`config.mk`:
```
export PLATFORM = sky130hd
export DESIGN_NAME = pita_top
export DESIGN_NICKNAME = d
export VERILOG_FILES = /design/src/design/pita_pkg.sv /design/src/design/pita_top.sv
export SDC_FILE = /design/constraint.sdc
export NUM_CORES = 2
export LEC_CHECK = 0
export BUFFER_PORTS_ARGS = -buffer_cell sky130_fd_sc_hd__buf_2
export CAP_MARGIN = 20
export CORE_MARGIN = 1.5
export CORE_UTILIZATION = 42
export CTS_CLUSTER_DIAMETER = 80
export DETAILED_ROUTE_END_ITERATION = 16
export SETUP_SLACK_MARGIN = 0.3
export SKIP_LAST_GASP = 1
export SLEW_MARGIN = 0
export SYNTH_ARGS = -nofsm -noshare
export SYNTH_HDL_FRONTEND = slang
export SYNTH_SLANG_ARGS = --single-unit
export TNS_END_PERCENT = 1
```
`constraint.sdc`:
```
create_clock -name pclk -period 102.8 [get_ports pclk]
set_input_delay 20.56 -clock pclk [delete_from_list [all_inputs] [get_ports pclk]]
set_output_delay 20.56 -clock pclk [all_outputs]
set_load 0.01 [all_outputs]
```
`src/design/pita_pkg.sv`:
```
// constants and register map of the interrupt and trap arbiter
package pita_pkg;
    localparam int NVEC = 80;
    localparam int FIRST_SRC = 8;
    localparam int NTRAP = 5;
    localparam int VEC_W = 7;
    localparam int LVL_W = 4;
    localparam int ADDR_W = 24;
    localparam int ST_W = 3;
    // register byte offsets
    localparam logic [7:0] CTRL_OFS = 8'h00;
    localparam logic [7:0] LEVEL_OFS = 8'h04;
    localparam logic [7:0] TRAP_OFS = 8'h08;
    localparam logic [7:0] SUP_OFS = 8'h0C;
    localparam logic [7:0] STAT_OFS = 8'h10;
    localparam logic [7:0] MASK_OFS = 8'h14;
    localparam logic [7:0] LAST_OFS = 8'h18;
    localparam logic [7:0] FLAG_OFS = 8'h20;
    localparam logic [7:0] EN_OFS = 8'h30;
    localparam logic [7:0] PRIO_OFS = 8'h40;
    // field positions
    localparam int NSTD_BIT = 15;
    localparam int ALT_BIT = 8;
    localparam int TRAP_LSB = 1;
    localparam int SUP_ACT_BIT = 16;
    localparam int LAST_LVL_LSB = 8;
    localparam int PRIO_NIB = 4;
    localparam int ST_IRQ_ACC = 0;
    localparam int ST_TRAP_ACC = 1;
    localparam int ST_SUP_END = 2;
    // levels
    localparam logic [3:0] LVL_RST = 4'h0;
    localparam logic [3:0] LVL_MASK_ALL = 4'h7;
    localparam logic [3:0] LVL_SUP_CEIL = 4'h6;
    localparam logic [3:0] TRAP_LVL_TOP = 4'hC;
    // vector table layout and control register reset value
    localparam logic [23:0] TABLE_BASE = 24'h000004;
    localparam logic [23:0] ALT_IRQ_STEP = 24'h000100;
    localparam logic [23:0] ALT_TRAP_STEP = 24'h000080;
    localparam logic [31:0] CTRL_RST = 32'h00000000;
endpackage : pita_pkg

```
`src/design/pita_top.sv`:
```
// interrupt and trap arbiter with apb register file and core vector port
//
// Overview of operation
// - each source has level 0..7, zero disables
// - equal levels resolved by smallest vector number
// - nesting default: strictly higher level preempts
// - nesting disabled: interrupt accept forces cpu level 7, trap accept sets the trap level
// - nesting disabled: levels only order simultaneous requests
// - nesting disabled: cpu level not writable
// - traps non-maskable, fixed order, vectors 1..5
// - exception taken only at instruction boundary
// - software-set flag of enabled source interrupts
// - primary and alternate tables, step two
// - vector numbers fixed per source position
// - timed suppress masks level 6 and below
//
// The APB interface to the registers and the placing of the registers were decided locally.
`timescale 1ns/1ns
module pita_top #(
    parameter int SUP_W = 14
) (
    // apb slave
    input wire logic pclk,
    input wire logic presetn,
    input wire logic psel,
    input wire logic penable,
    input wire logic pwrite,
    input wire logic [7:0] paddr,
    input wire logic [31:0] pwdata,
    output logic [31:0] prdata,
    output logic pready,
    output logic pslverr,
    // event sources, irq_event index is the vector number; trap_event bit i is vector i+1
    input wire logic [pita_pkg::NVEC-1:0] irq_event,
    input wire logic [pita_pkg::NTRAP-1:0] trap_event,
    // core sequencer
    input wire logic instr_boundary,
    input wire logic exc_accept,
    input wire logic return_from_interrupt,
    input wire logic [pita_pkg::LVL_W-1:0] return_level,
    output logic exc_valid,
    output logic [pita_pkg::VEC_W-1:0] exc_vector,
    output logic [pita_pkg::ADDR_W-1:0] exc_addr,
    output logic [pita_pkg::LVL_W-1:0] exc_level,
    output logic [2:0] cpu_priority_level,
    output logic suppress_active,
    // interrupt to system
    output logic irq
);
    import pita_pkg::*;

    localparam int NFW = (NVEC + 31) / 32;
    localparam int NPW = (NVEC + 7) / 8;

    logic [NVEC-1:0] flag_r;
    logic [NVEC-1:0] en_r;
    logic [2:0] prio_r [NVEC];
    logic [NFW*32-1:0] flag_pad;
    logic [NFW*32-1:0] en_pad;
    logic [NPW*32-1:0] prio_pad;
    logic [31:0] ctrl_r;
    logic [LVL_W-1:0] cur_lvl_r;
    logic [NTRAP-1:0] trap_r;
    logic [SUP_W-1:0] sup_cnt_r;
    logic [ST_W-1:0] st_r;
    logic [ST_W-1:0] mask_r;
    logic [VEC_W-1:0] last_vec_r;
    logic [LVL_W-1:0] last_lvl_r;
    logic win_valid_r;
    logic [VEC_W-1:0] win_vec_r;
    logic [LVL_W-1:0] win_lvl_r;
    logic [ADDR_W-1:0] win_addr_r;
    logic hold_r;
    logic [31:0] prdata_r;

    logic nest_dis;
    logic alt_sel;
    logic addr_hit;
    logic wr;
    logic [31:0] rdat;
    logic [NFW-1:0] wr_flag;
    logic [NFW-1:0] wr_en;
    logic [NPW-1:0] wr_prio;
    logic lvl_wr;
    logic take;
    logic take_trap;
    logic best_found;
    logic [VEC_W-1:0] best_vec;
    logic [LVL_W-1:0] best_lvl;
    logic [ADDR_W-1:0] best_addr;
    logic [ST_W-1:0] st_ev;

    assign nest_dis = ctrl_r[NSTD_BIT];
    assign alt_sel = ctrl_r[ALT_BIT];
    assign suppress_active = (sup_cnt_r != '0);
    assign cpu_priority_level = cur_lvl_r[2:0];

    // ---------------- apb decode ----------------
    always_comb begin
        addr_hit = 1'b1;
        rdat = 32'h00000000;
        if (paddr == CTRL_OFS) begin
            rdat = ctrl_r;
        end else if (paddr == LEVEL_OFS) begin
            rdat = {28'h0000000, cur_lvl_r};
        end else if (paddr == TRAP_OFS) begin
            rdat = {26'h0000000, trap_r, 1'b0};
        end else if (paddr == SUP_OFS) begin
            rdat[SUP_W-1:0] = sup_cnt_r;
            rdat[SUP_ACT_BIT] = suppress_active;
        end else if (paddr == STAT_OFS) begin
            rdat[ST_W-1:0] = st_r;
        end else if (paddr == MASK_OFS) begin
            rdat[ST_W-1:0] = mask_r;
        end else if (paddr == LAST_OFS) begin
            rdat = {20'h00000, last_lvl_r, 1'b0, last_vec_r};
        end else if (paddr >= FLAG_OFS && paddr < FLAG_OFS + 8'(4 * NFW)
            && paddr[1:0] == 2'h0) begin
            rdat = flag_pad[32 * int'((paddr - FLAG_OFS) >> 2) +: 32];
        end else if (paddr >= EN_OFS && paddr < EN_OFS + 8'(4 * NFW) && paddr[1:0] == 2'h0) begin
            rdat = en_pad[32 * int'((paddr - EN_OFS) >> 2) +: 32];
        end else if (paddr >= PRIO_OFS && paddr < PRIO_OFS + 8'(4 * NPW)
            && paddr[1:0] == 2'h0) begin
            rdat = prio_pad[32 * int'((paddr - PRIO_OFS) >> 2) +: 32];
        end else begin
            addr_hit = 1'b0;
        end
    end

    // zero wait states: read data is captured in the setup cycle
    assign pready = 1'b1;
    assign pslverr = psel & penable & ~addr_hit;
    assign wr = psel & penable & pwrite & addr_hit;
    assign prdata = prdata_r;
    assign lvl_wr = wr && paddr == LEVEL_OFS && !nest_dis;

    always_ff @(posedge pclk or negedge presetn) begin
        if (!presetn) begin
            prdata_r <= 32'h00000000;
        end else if (psel && !penable) begin
            prdata_r <= rdat;
        end
    end

    always_comb begin
        for (int k = 0; k < NFW; k++) begin
            wr_flag[k] = wr && paddr == FLAG_OFS + 8'(4 * k);
            wr_en[k] = wr && paddr == EN_OFS + 8'(4 * k);
        end
        for (int k = 0; k < NPW; k++) begin
            wr_prio[k] = wr && paddr == PRIO_OFS + 8'(4 * k);
        end
    end

    // ---------------- per-source state ----------------
    assign flag_pad[NFW*32-1:NVEC] = '0;
    assign en_pad[NFW*32-1:NVEC] = '0;
    for (genvar g = 0; g < NVEC; g++) begin : g_src
        assign flag_pad[g] = flag_r[g];
        assign en_pad[g] = en_r[g];
        assign prio_pad[g*PRIO_NIB +: PRIO_NIB] = {1'b0, prio_r[g]};
        if (g < FIRST_SRC) begin : g_trapslot
            // vectors below eight belong to traps and hold no source state
            assign flag_r[g] = 1'b0;
            assign en_r[g] = 1'b0;
            assign prio_r[g] = 3'h0;
        end else begin : g_irq
            always_ff @(posedge pclk or negedge presetn) begin
                if (!presetn) begin
                    flag_r[g] <= 1'b0;
                end else begin
                    // software may set a flag itself; a peripheral event wins over a clear
                    flag_r[g] <= (wr_flag[g/32] ? pwdata[g%32] : flag_r[g]) | irq_event[g];
                end
            end
            always_ff @(posedge pclk or negedge presetn) begin
                if (!presetn) begin
                    en_r[g] <= 1'b0;
                end else if (wr_en[g/32]) begin
                    en_r[g] <= pwdata[g%32];
                end
            end
            always_ff @(posedge pclk or negedge presetn) begin
                if (!presetn) begin
                    prio_r[g] <= 3'h0;
                end else if (wr_prio[g/8]) begin
                    prio_r[g] <= pwdata[(g%8)*PRIO_NIB +: 3];
                end
            end
        end
    end

    // ---------------- control registers ----------------
    always_ff @(posedge pclk or negedge presetn) begin
        if (!presetn) begin
            ctrl_r <= CTRL_RST;
        end else if (wr && paddr == CTRL_OFS) begin
            ctrl_r <= pwdata & ((32'h1 << NSTD_BIT) | (32'h1 << ALT_BIT));
        end
    end

    always_ff @(posedge pclk or negedge presetn) begin
        if (!presetn) begin
            trap_r <= '0;
        end else begin
            // set wins over the write-one clear
            trap_r <= (trap_r & ~((wr && paddr == TRAP_OFS) ? pwdata[TRAP_LSB +: NTRAP] : '0))
                | trap_event;
        end
    end

    always_ff @(posedge pclk or negedge presetn) begin
        if (!presetn) begin
            sup_cnt_r <= '0;
        end else if (wr && paddr == SUP_OFS) begin
            sup_cnt_r <= pwdata[SUP_W-1:0];
        end else if (suppress_active) begin
            sup_cnt_r <= sup_cnt_r - 1'b1;
        end
    end

    // cpu level: an accepted exception beats a return, which beats a software write
    always_ff @(posedge pclk or negedge presetn) begin
        if (!presetn) begin
            cur_lvl_r <= LVL_RST;
        end else if (take) begin
            if (nest_dis && !take_trap) begin
                cur_lvl_r <= LVL_MASK_ALL;
            end else begin
                cur_lvl_r <= win_lvl_r;
            end
        end else if (return_from_interrupt) begin
            cur_lvl_r <= return_level;
        end else if (lvl_wr) begin
            cur_lvl_r <= {1'b0, pwdata[2:0]};
        end
    end

    // ---------------- arbitration ----------------
    // scanning downward with >= lets the smaller vector win a tie
    always_comb begin
        logic [LVL_W-1:0] lv;
        lv = '0;
        best_found = 1'b0;
        best_vec = '0;
        best_lvl = '0;
        for (int i = NTRAP - 1; i >= 0; i--) begin
            lv = TRAP_LVL_TOP - LVL_W'(i);
            if (trap_r[i] && lv > cur_lvl_r) begin
                best_found = 1'b1;
                best_vec = VEC_W'(i + 1);
                best_lvl = lv;
            end
        end
        if (!best_found) begin
            for (int v = NVEC - 1; v >= FIRST_SRC; v--) begin
                lv = {1'b0, prio_r[v]};
                if (flag_r[v] && en_r[v] && lv != LVL_RST && lv > cur_lvl_r
                    && !(suppress_active && lv <= LVL_SUP_CEIL)
                    && lv >= best_lvl) begin
                    best_found = 1'b1;
                    best_vec = VEC_W'(v);
                    best_lvl = lv;
                end
            end
        end
    end

    // table entries are two address units apart; alternate copies sit above
    always_comb begin
        best_addr = TABLE_BASE + {16'h0000, best_vec, 1'b0};
        if (alt_sel) begin
            best_addr = best_addr
                + ((best_vec < VEC_W'(FIRST_SRC)) ? ALT_TRAP_STEP : ALT_IRQ_STEP);
        end
    end

    always_ff @(posedge pclk or negedge presetn) begin
        if (!presetn) begin
            win_valid_r <= 1'b0;
            win_vec_r <= '0;
            win_lvl_r <= '0;
            win_addr_r <= '0;
        end else begin
            win_valid_r <= best_found;
            win_vec_r <= best_vec;
            win_lvl_r <= best_lvl;
            win_addr_r <= best_addr;
        end
    end

    // the registered winner is one cycle stale after any level change or register write;
    // without this a source just disabled or cleared could still be presented once
    always_ff @(posedge pclk or negedge presetn) begin
        if (!presetn) begin
            hold_r <= 1'b0;
        end else begin
            hold_r <= take | return_from_interrupt | wr;
        end
    end

    // the core finishes the faulting instruction before this can rise
    assign exc_valid = win_valid_r & instr_boundary & ~hold_r;
    assign exc_vector = win_vec_r;
    assign exc_addr = win_addr_r;
    assign exc_level = win_lvl_r;
    assign take = exc_valid & exc_accept;
    assign take_trap = win_vec_r < VEC_W'(FIRST_SRC);

    always_ff @(posedge pclk or negedge presetn) begin
        if (!presetn) begin
            last_vec_r <= '0;
            last_lvl_r <= '0;
        end else if (take) begin
            last_vec_r <= win_vec_r;
            last_lvl_r <= win_lvl_r;
        end
    end

    // ---------------- event status and interrupt ----------------
    always_comb begin
        st_ev = '0;
        st_ev[ST_IRQ_ACC] = take & ~take_trap;
        st_ev[ST_TRAP_ACC] = take & take_trap;
        st_ev[ST_SUP_END] = (sup_cnt_r == SUP_W'(1)) && !(wr && paddr == SUP_OFS);
    end

    always_ff @(posedge pclk or negedge presetn) begin
        if (!presetn) begin
            st_r <= '0;
        end else begin
            st_r <= (st_r & ~((wr && paddr == STAT_OFS) ? pwdata[ST_W-1:0] : '0)) | st_ev;
        end
    end

    always_ff @(posedge pclk or negedge presetn) begin
        if (!presetn) begin
            mask_r <= '0;
        end else if (wr && paddr == MASK_OFS) begin
            mask_r <= pwdata[ST_W-1:0];
        end
    end

    assign irq = |(st_r & mask_r);

    // ---------------- checks ----------------
    property p_zero_off;
        @(posedge pclk) disable iff (!presetn)
        exc_valid && !take_trap |-> win_lvl_r != LVL_RST && prio_r[win_vec_r] != 3'h0;
    endproperty
    a_zero_off: assert property (p_zero_off) else $error("disabled source presented");

    property p_above_cpu;
        @(posedge pclk) disable iff (!presetn)
        exc_valid |-> win_lvl_r > cur_lvl_r;
    endproperty
    a_above_cpu: assert property (p_above_cpu) else $error("level not above cpu");

    property p_nest_force;
        @(posedge pclk) disable iff (!presetn)
        take && nest_dis && !take_trap |=> cur_lvl_r == LVL_MASK_ALL;
    endproperty
    a_nest_force: assert property (p_nest_force) else $error("level not forced to 7");

    property p_nest_on;
        @(posedge pclk) disable iff (!presetn)
        take && !nest_dis |=> cur_lvl_r == $past(win_lvl_r);
    endproperty
    a_nest_on: assert property (p_nest_on) else $error("level not raised to winner");

    property p_lvl_locked;
        @(posedge pclk) disable iff (!presetn)
        wr && paddr == LEVEL_OFS && nest_dis && !take && !return_from_interrupt
        |=> $stable(cur_lvl_r);
    endproperty
    a_lvl_locked: assert property (p_lvl_locked) else $error("level written while locked");

    property p_boundary;
        @(posedge pclk) disable iff (!presetn)
        exc_valid |-> instr_boundary;
    endproperty
    a_boundary: assert property (p_boundary) else $error("exception off boundary");

    property p_osc_first;
        @(posedge pclk) disable iff (!presetn)
        trap_r[0] && TRAP_LVL_TOP > cur_lvl_r |=> win_valid_r && win_vec_r == 7'h01;
    endproperty
    a_osc_first: assert property (p_osc_first) else $error("oscillator trap not first");

    property p_alt_addr;
        @(posedge pclk) disable iff (!presetn)
        exc_valid && alt_sel && !take_trap
        |-> exc_addr == 24'h000104 + {16'h0000, exc_vector, 1'b0};
    endproperty
    a_alt_addr: assert property (p_alt_addr) else $error("alternate address wrong");

    property p_suppress;
        @(posedge pclk) disable iff (!presetn)
        suppress_active && $past(suppress_active) && exc_valid |-> win_lvl_r > LVL_SUP_CEIL;
    endproperty
    a_suppress: assert property (p_suppress) else $error("low level during suppress");

    c_trap: cover property (@(posedge pclk) disable iff (!presetn) take && take_trap);
    c_nested: cover property (@(posedge pclk) disable iff (!presetn)
        take && !take_trap ##[1:50] take && !take_trap);
    c_sup: cover property (@(posedge pclk) disable iff (!presetn) st_ev[ST_SUP_END]);
endmodule : pita_top

```
### After elaboration in Yosys (flattened, before gate mapping)

Index checks and enable logic that the tools add are counted.

| operators by class | value |
|---|---|
| eq/ne operators | 22 |
| order comparisons | 229 |
| muxes and demuxes | 412 |
| shift-type cells | 3 |
| bitwise gates (word level) | 93 |
| $add $sub $neg | 6 |
| reduce and logical (&&, ||, !) cells | 622 |

Operator list:

| cell | count |
|---|---|
| 4-bit 2-to-1 mux | 153 |
| 7-bit 2-to-1 mux | 73 |
| 1-bit logical AND | 468 |
| 320-bit by 12-bit indexed part select with 32-bit output | 1 |
| 3-bit by 4-bit greater-or-equal comparator with 1-bit output | 72 |
| 3-bit by 4-bit greater-than comparator with 1-bit output | 72 |
| 32-bit 2-to-1 mux | 7 |
| 3-bit nonzero test | 73 |
| 3-bit less-or-equal comparator, second input constant | 72 |
| 96-bit by 12-bit indexed part select with 32-bit output | 2 |
| 1-bit 2-to-1 mux | 161 |
| 1-bit zero test | 76 |
| 1-bit bitwise OR | 74 |
| 8-bit by 7-bit == test with 1-bit output, second input constant | 9 |
| 29-bit 2-to-1 mux | 2 |
| 8-bit by 6-bit == test with 1-bit output, second input constant | 6 |
| 14-bit 2-to-1 mux | 3 |
| 8-bit by 5-bit == test with 1-bit output, second input constant | 3 |
| 3-bit 2-to-1 mux | 8 |
| 4-bit greater-than comparator, first input constant | 5 |
| 8-bit by 6-bit subtractor with 9-bit output, second input constant | 2 |
| 8-bit by 4-bit == test with 1-bit output, second input constant | 2 |
| 8-bit by 6-bit greater-or-equal comparator with 1-bit output, second input constant | 2 |
| 8-bit by 6-bit < comparator with 1-bit output, second input constant | 2 |
| other kinds (27) | 39 |

| word-level totals | value |
|---|---|
| word-level logic and storage cells | 1617 |
| input port bits | 137 |
| register bits | 471 |

### Longest topological paths before layout

| depth | value |
|---|---|
| depth after elaboration | 299 |
| gate-level depth with buffers | 584 |
| mapped depth without buffers | 558 |

### Least setup slack after synthesis

Ideal clock, no wire load.

| path | value |
|---|---|
| path type | reg-to-reg |
| from | reg cur_lvl_r[2] |
| to | reg win_addr_r[8], in the netlist exc_addr[8] |
| library setup time | 0.119 ns |
| arrival time | 100.983 ns |
| stages on the path, launching flop included | 559 |
| clock period less this slack | 101.102 ns |
| slack | 1.698 ns |
| cell sequence | dfrtp_1 inv_1 o21ai_0 a211oi_1 inv_1 ha_1 nand2_1 o21ai_0 and3_1 a21oi_1 inv_1 ha_1 nand2b_1 a31oi_1 or4b_1 or2_0 clkbuf_1 a21o_1 (+523 left out) nand2_1 nand2_1 a211o_1 and2_1 ha_1 nand2b_1 a21o_1 a21oi_1 nor4b_1 nor3b_1 nand3_1 or3_1 nor2_1 or4_1 inv_1 ha_1 fa_1 and2_1 |

| between the ends | value |
|---|---|
| word-level cells in the longest chain between the ends | 299 |

RTL lines:

| element | line | source |
|---|---|---|
| from (decl) | pita_top.sv:62 | `logic [LVL_W-1:0] cur_lvl_r;` |
| from (signal assigned) | pita_top.sv:230 | `cur_lvl_r <= win_lvl_r;` |
| from (signal assigned) | pita_top.sv:233 | `cur_lvl_r <= return_level;` |
| from (signal assigned) | pita_top.sv:235 | `cur_lvl_r <= {1'b0, pwdata[2:0]};` |
| 4-bit greater-than comparator | pita_top.sv:249 | `if (trap_r[i] && lv > cur_lvl_r) begin` |
| 1-bit logical AND | pita_top.sv:249 |  |
| 4-bit 2-to-1 mux (5 in series) | pita_top.sv:249 |  |
| 3-bit by 4-bit greater-or-equal comparator with 1-bit output | pita_top.sv:260 | `&& lv >= best_lvl) begin` |
| 1-bit logical AND | pita_top.sv:260 |  |
| 4-bit 2-to-1 mux | pita_top.sv:258 | `if (flag_r[v] && en_r[v] && lv != LVL_RST && lv > cur_lvl_r` |
| 4-bit 2-to-1 mux | pita_top.sv:255 | `if (!best_found) begin` |
| 3-bit by 4-bit greater-or-equal comparator with 1-bit output | pita_top.sv:260 |  |
| (+281 left out) | -- |  |
| 7-bit 2-to-1 mux | pita_top.sv:258 |  |
| 7-bit 2-to-1 mux (*) | pita_top.sv:255 |  |
| via best_vec[5] | pita_top.sv:88 | `logic [VEC_W-1:0] best_vec;` |
| 7-bit by 4-bit < comparator with 1-bit output | pita_top.sv:274 | `+ ((best_vec < VEC_W'(FIRST_SRC)) ? ALT_TRAP_STEP : ALT_IRQ_STEP);` |
| 9-bit 2-to-1 mux | pita_top.sv:274 |  |
| 9-bit by 9-bit adder with 10-bit output | pita_top.sv:274 |  |
| 10-bit 2-to-1 mux (*) | pita_top.sv:272 | `if (alt_sel) begin` |
| via best_addr[8] | pita_top.sv:90 | `logic [ADDR_W-1:0] best_addr;` |
| to (signal assigned) | pita_top.sv:288 | `win_addr_r <= best_addr;` |
| to (decl) | pita_top.sv:72 | `logic [ADDR_W-1:0] win_addr_r;` |

Mark *: on every way through the listed nets, which the timed path passes. The rest lies on a longest branch. The select of a mux whose other input is x is not followed.
A chain may end at the register's enable or synchronous reset.

### Final worst setup path

Same ends and word-level chain as after synthesis.

==> results.sh <==
export IMPL_die_h_um=313
export IMPL_seq_area_um2=11400
export IMPL_synthArstFlopShare_pct=100
export IMPL_layout_cells_non_filler=6463
export IMPL_syn_to_final_growth_pct=23.3
export IMPL_grt_pass1_vias=38300
export IMPL_core_um2=95000
export IMPL_synth_most_common_cell="dfrtp_1"
export IMPL_post_route_min_period_ns=98.83
export IMPL_antenna_found_initial=14
export IMPL_min_from="prdata[11]$_DFFE_PN0P_"
export IMPL_clkPwrFrac_pct=42.5
export IMPL_via_count=41300
export IMPL_top_usage_layer="met2"
export IMPL_period_share_pct=96.1
export IMPL_met3_usage_pct=7.66
export IMPL_nNetsFinal=5726
export IMPL_maxSlewViolCount=0
export IMPL_dr_pass1_iters=6
export IMPL_cp_required_ns=103.40
export IMPL_fmax_mhz=10.1
export IMPL_path_clk_slew_ns=0.06
export IMPL_clkLatencyLatePin_ns=0.72
export IMPL_netlist_area_um2=40300
export IMPL_seqPwrFrac_pct=35.5
export IMPL_syn_avg_cell_area_um2=8.85
export IMPL_clock_tree_root_cell="clkbuf_16"
export IMPL_grt_overflow_total=0
export IMPL_drive_gt1_share_pct=29.1
export IMPL_dp_hpwl_um=138000
export IMPL_r2r_slack_ns=3.97
export IMPL_arrival_ns=99.43
export IMPL_cts_sinks=455
export IMPL_cpPeakStageDelay_ns=0.59
export IMPL_cpMostUsedCell="a21o_1"
export IMPL_synth_commonest_cells="dfrtp_1 (455), ha_1 (443), nand2_1 (426)"
export IMPL_post_drt_wl_per_cell_um=28.9
export IMPL_ys_seq_elements=455
export IMPL_drcViolationCount=0
export IMPL_power_density_nw_per_um2=10.8
export IMPL_tns_ns=0
export IMPL_final_hold_viol_count=0
export IMPL_track_usage_pct=36.9
export IMPL_crit_start="cur_lvl_r[2]$_DFFE_PN0P_"
export IMPL_tightest_slew_ns=1.38
export IMPL_synthDominantCellAreaShare_pct=28.3
export IMPL_dieWidth_um=313
export IMPL_grt_pass1_wl_um=267000
export IMPL_ios=212
export IMPL_drtIter0Drc=5251
export IMPL_start_util_pct=42.4
export IMPL_dp_cells=6259
export IMPL_post_place_ws_ns=-1.19
export IMPL_cp_max_fo=8
export IMPL_critPathCaptureType="register"
export IMPL_ys_seq_area_share_pct=28.3
export IMPL_p_int_mw=0.364
export IMPL_synth_cell_types=113
export IMPL_outcome="finished clean"
export IMPL_yosys_area_top_type="dfrtp_1"
export IMPL_multi_input_area_um2=28600
export IMPL_combPwrFrac_pct=22.0
export IMPL_r2r_start="cur_lvl_r[2]$_DFFE_PN0P_"
export IMPL_drt_wl_total_um=187000
export IMPL_fin_skew_ns=0.0659
export IMPL_synth_area_leaders="dfrtp_1 (28%), ha_1 (14%), mux2_2 (8.3%), nand2_1 (4.0%), o21ai_0 (3.7%)"
export IMPL_layout_setup_ws_ns=3.97
export IMPL_worstSetupStartpointType="register"
export IMPL_port_buffers=187
export IMPL_cts_buffer_depth=3
export IMPL_grt_max_degree=178
export IMPL_viasPerCell=6.39
export IMPL_grt_use_met1_pct=50.3
export IMPL_relSlewSlack_pct=7.56
export IMPL_netlist_instances=4553
export IMPL_h_tree_depth=2
export IMPL_crit_slowest_cell="or4_4"
export IMPL_cts_buffers=57
export IMPL_cts_tree="yes"
export IMPL_synth_flop_cell="dfrtp_1"
export IMPL_gp_congestion=1.05
export IMPL_use_met2_pct=55.3
export IMPL_switching_share_pct=32.0
export IMPL_critPathKind="reg2reg"
export IMPL_synth_edf_count=0
export IMPL_power_leakage_nw=23.7
export IMPL_setup_viol=0
export IMPL_peakVddDrop_v=0.0000145
export IMPL_ant_nets=0
export IMPL_num_rows=113
export IMPL_holdWs_ns=0.481
export IMPL_hold_class="reg2reg"
export IMPL_p_sw_mw=0.171
export IMPL_ys_warn_count=0
export IMPL_nFillCells=9050
export IMPL_dieArea_um2=97800
export IMPL_total_power_mw=0.535
export IMPL_max_cap_viol_count=0
-- final timing paths --
| path | cells past startpoint | endpoint |
|---|---|---|
| max in group asynchronous | 5 | prio_pad[204]$_DFFE_PN0P_ |
| worst max register to register | 553 | exc_addr[8]$_DFF_PN0_ |
| worst min register to register | 1 | prdata[11]$_DFFE_PN0P_ |
| min in group asynchronous | 1 | exc_addr[3]$_DFF_PN0_ |
| worst min-delay path | 1 | prdata[11]$_DFFE_PN0P_ |
| worst max-delay path | 553 | exc_addr[8]$_DFF_PN0_ |
-- power groups by stage --
stage,Clock (mW),Sequential (mW),Combinational (mW)
floorplan,0,0.191,0.0598
finish,0.228,0.190,0.118
global route,0.237,0.190,0.127
detailed placement,0,0.193,0.106
CTS,0.229,0.190,0.107
global placement,0,0.193,0.104
-- cell families (layout without fill, tap and decap cells) --
logic type	count (synthesis)	after routing	share of synthesized area, %
simple gates	1562	1562	19.9
compound gates	1234	1234	21.3
flops	455	455	28.3
fa+ha+maj	444	444	13.8
buf+inv	438	1064	4.56
mux	407	407	11.8
xor+xnor	11	11	0.239
other cells	2	21	0.0186
-- cell usage in the layout, fill, tap and decap left out, drive strengths merged, types with 38 or more instances in the layout --
cell type / n
a21o: 166
a211o: 84
nor3: 93
nor2: 258
a31oi: 61
clkbuf: 69
nand4: 82
mux2: 298
nand2b: 95
ha: 443
buf: 744
o21ai: 308
a21oi: 199
nor2b: 141
inv: 215
mux2i: 85
nand2: 427
a221oi: 38
and3: 45
nand3: 202
dfrtp: 455
-- layer usage --
metal	routed length (um)	vias to the layer above
li1	-	18200
met4	11900	2
met1	75600	20300
met2	79700	2274
met5	13	-
met3	19800	511
-- metrics by stage --
stage                     area [um2]  utilization [%]
after floorplan                40300                -
after global placement         45400             47.8
after detailed placement       45400             47.8
after CTS                      47700             50.2
after global routing           49700             52.3
final                          49700             52.3
-- registers in the layout, summed over array words and instances (netlist names), 5 cells and up --
| name | flops |
|---|---|
| trap_r | 5 |
| flag_pad | 72 |
| last_vec_r | 7 |
| sup_cnt_r | 14 |
| prio_pad | 216 |
| exc_vector | 7 |
| exc_addr | 8 |
| prdata | 32 |
| en_pad | 72 |
-- cell type report --
cell class	instances	share of cell area (%)
inverters	212	1.62
multi-input cells	3675	57.5
flip-flops and latches	455	22.9
clock inverters	39	1.10
diodes	4	0.0201
clock buffers	69	3.12
repair buffers	744	10.5
well taps	1265	3.19
-- worst max-delay path: cells and delay by family, from the launching register on --
kind	cells	cell delay, ns
compound gates	230	37.96
fa+ha+maj	74	19.61
buf+inv	39	5.13
flops	1	0.46
mux	16	4.93
simple gates	194	30.52
-- repair_timing --
action	4_1_cts	5_1_grt
gates resized for setup	38	324
buffers inserted	4	87
hold buffers	0	0
setup endpoints to repair	19	19
pin swaps	8	187
(Power assumes the default switching activity.)
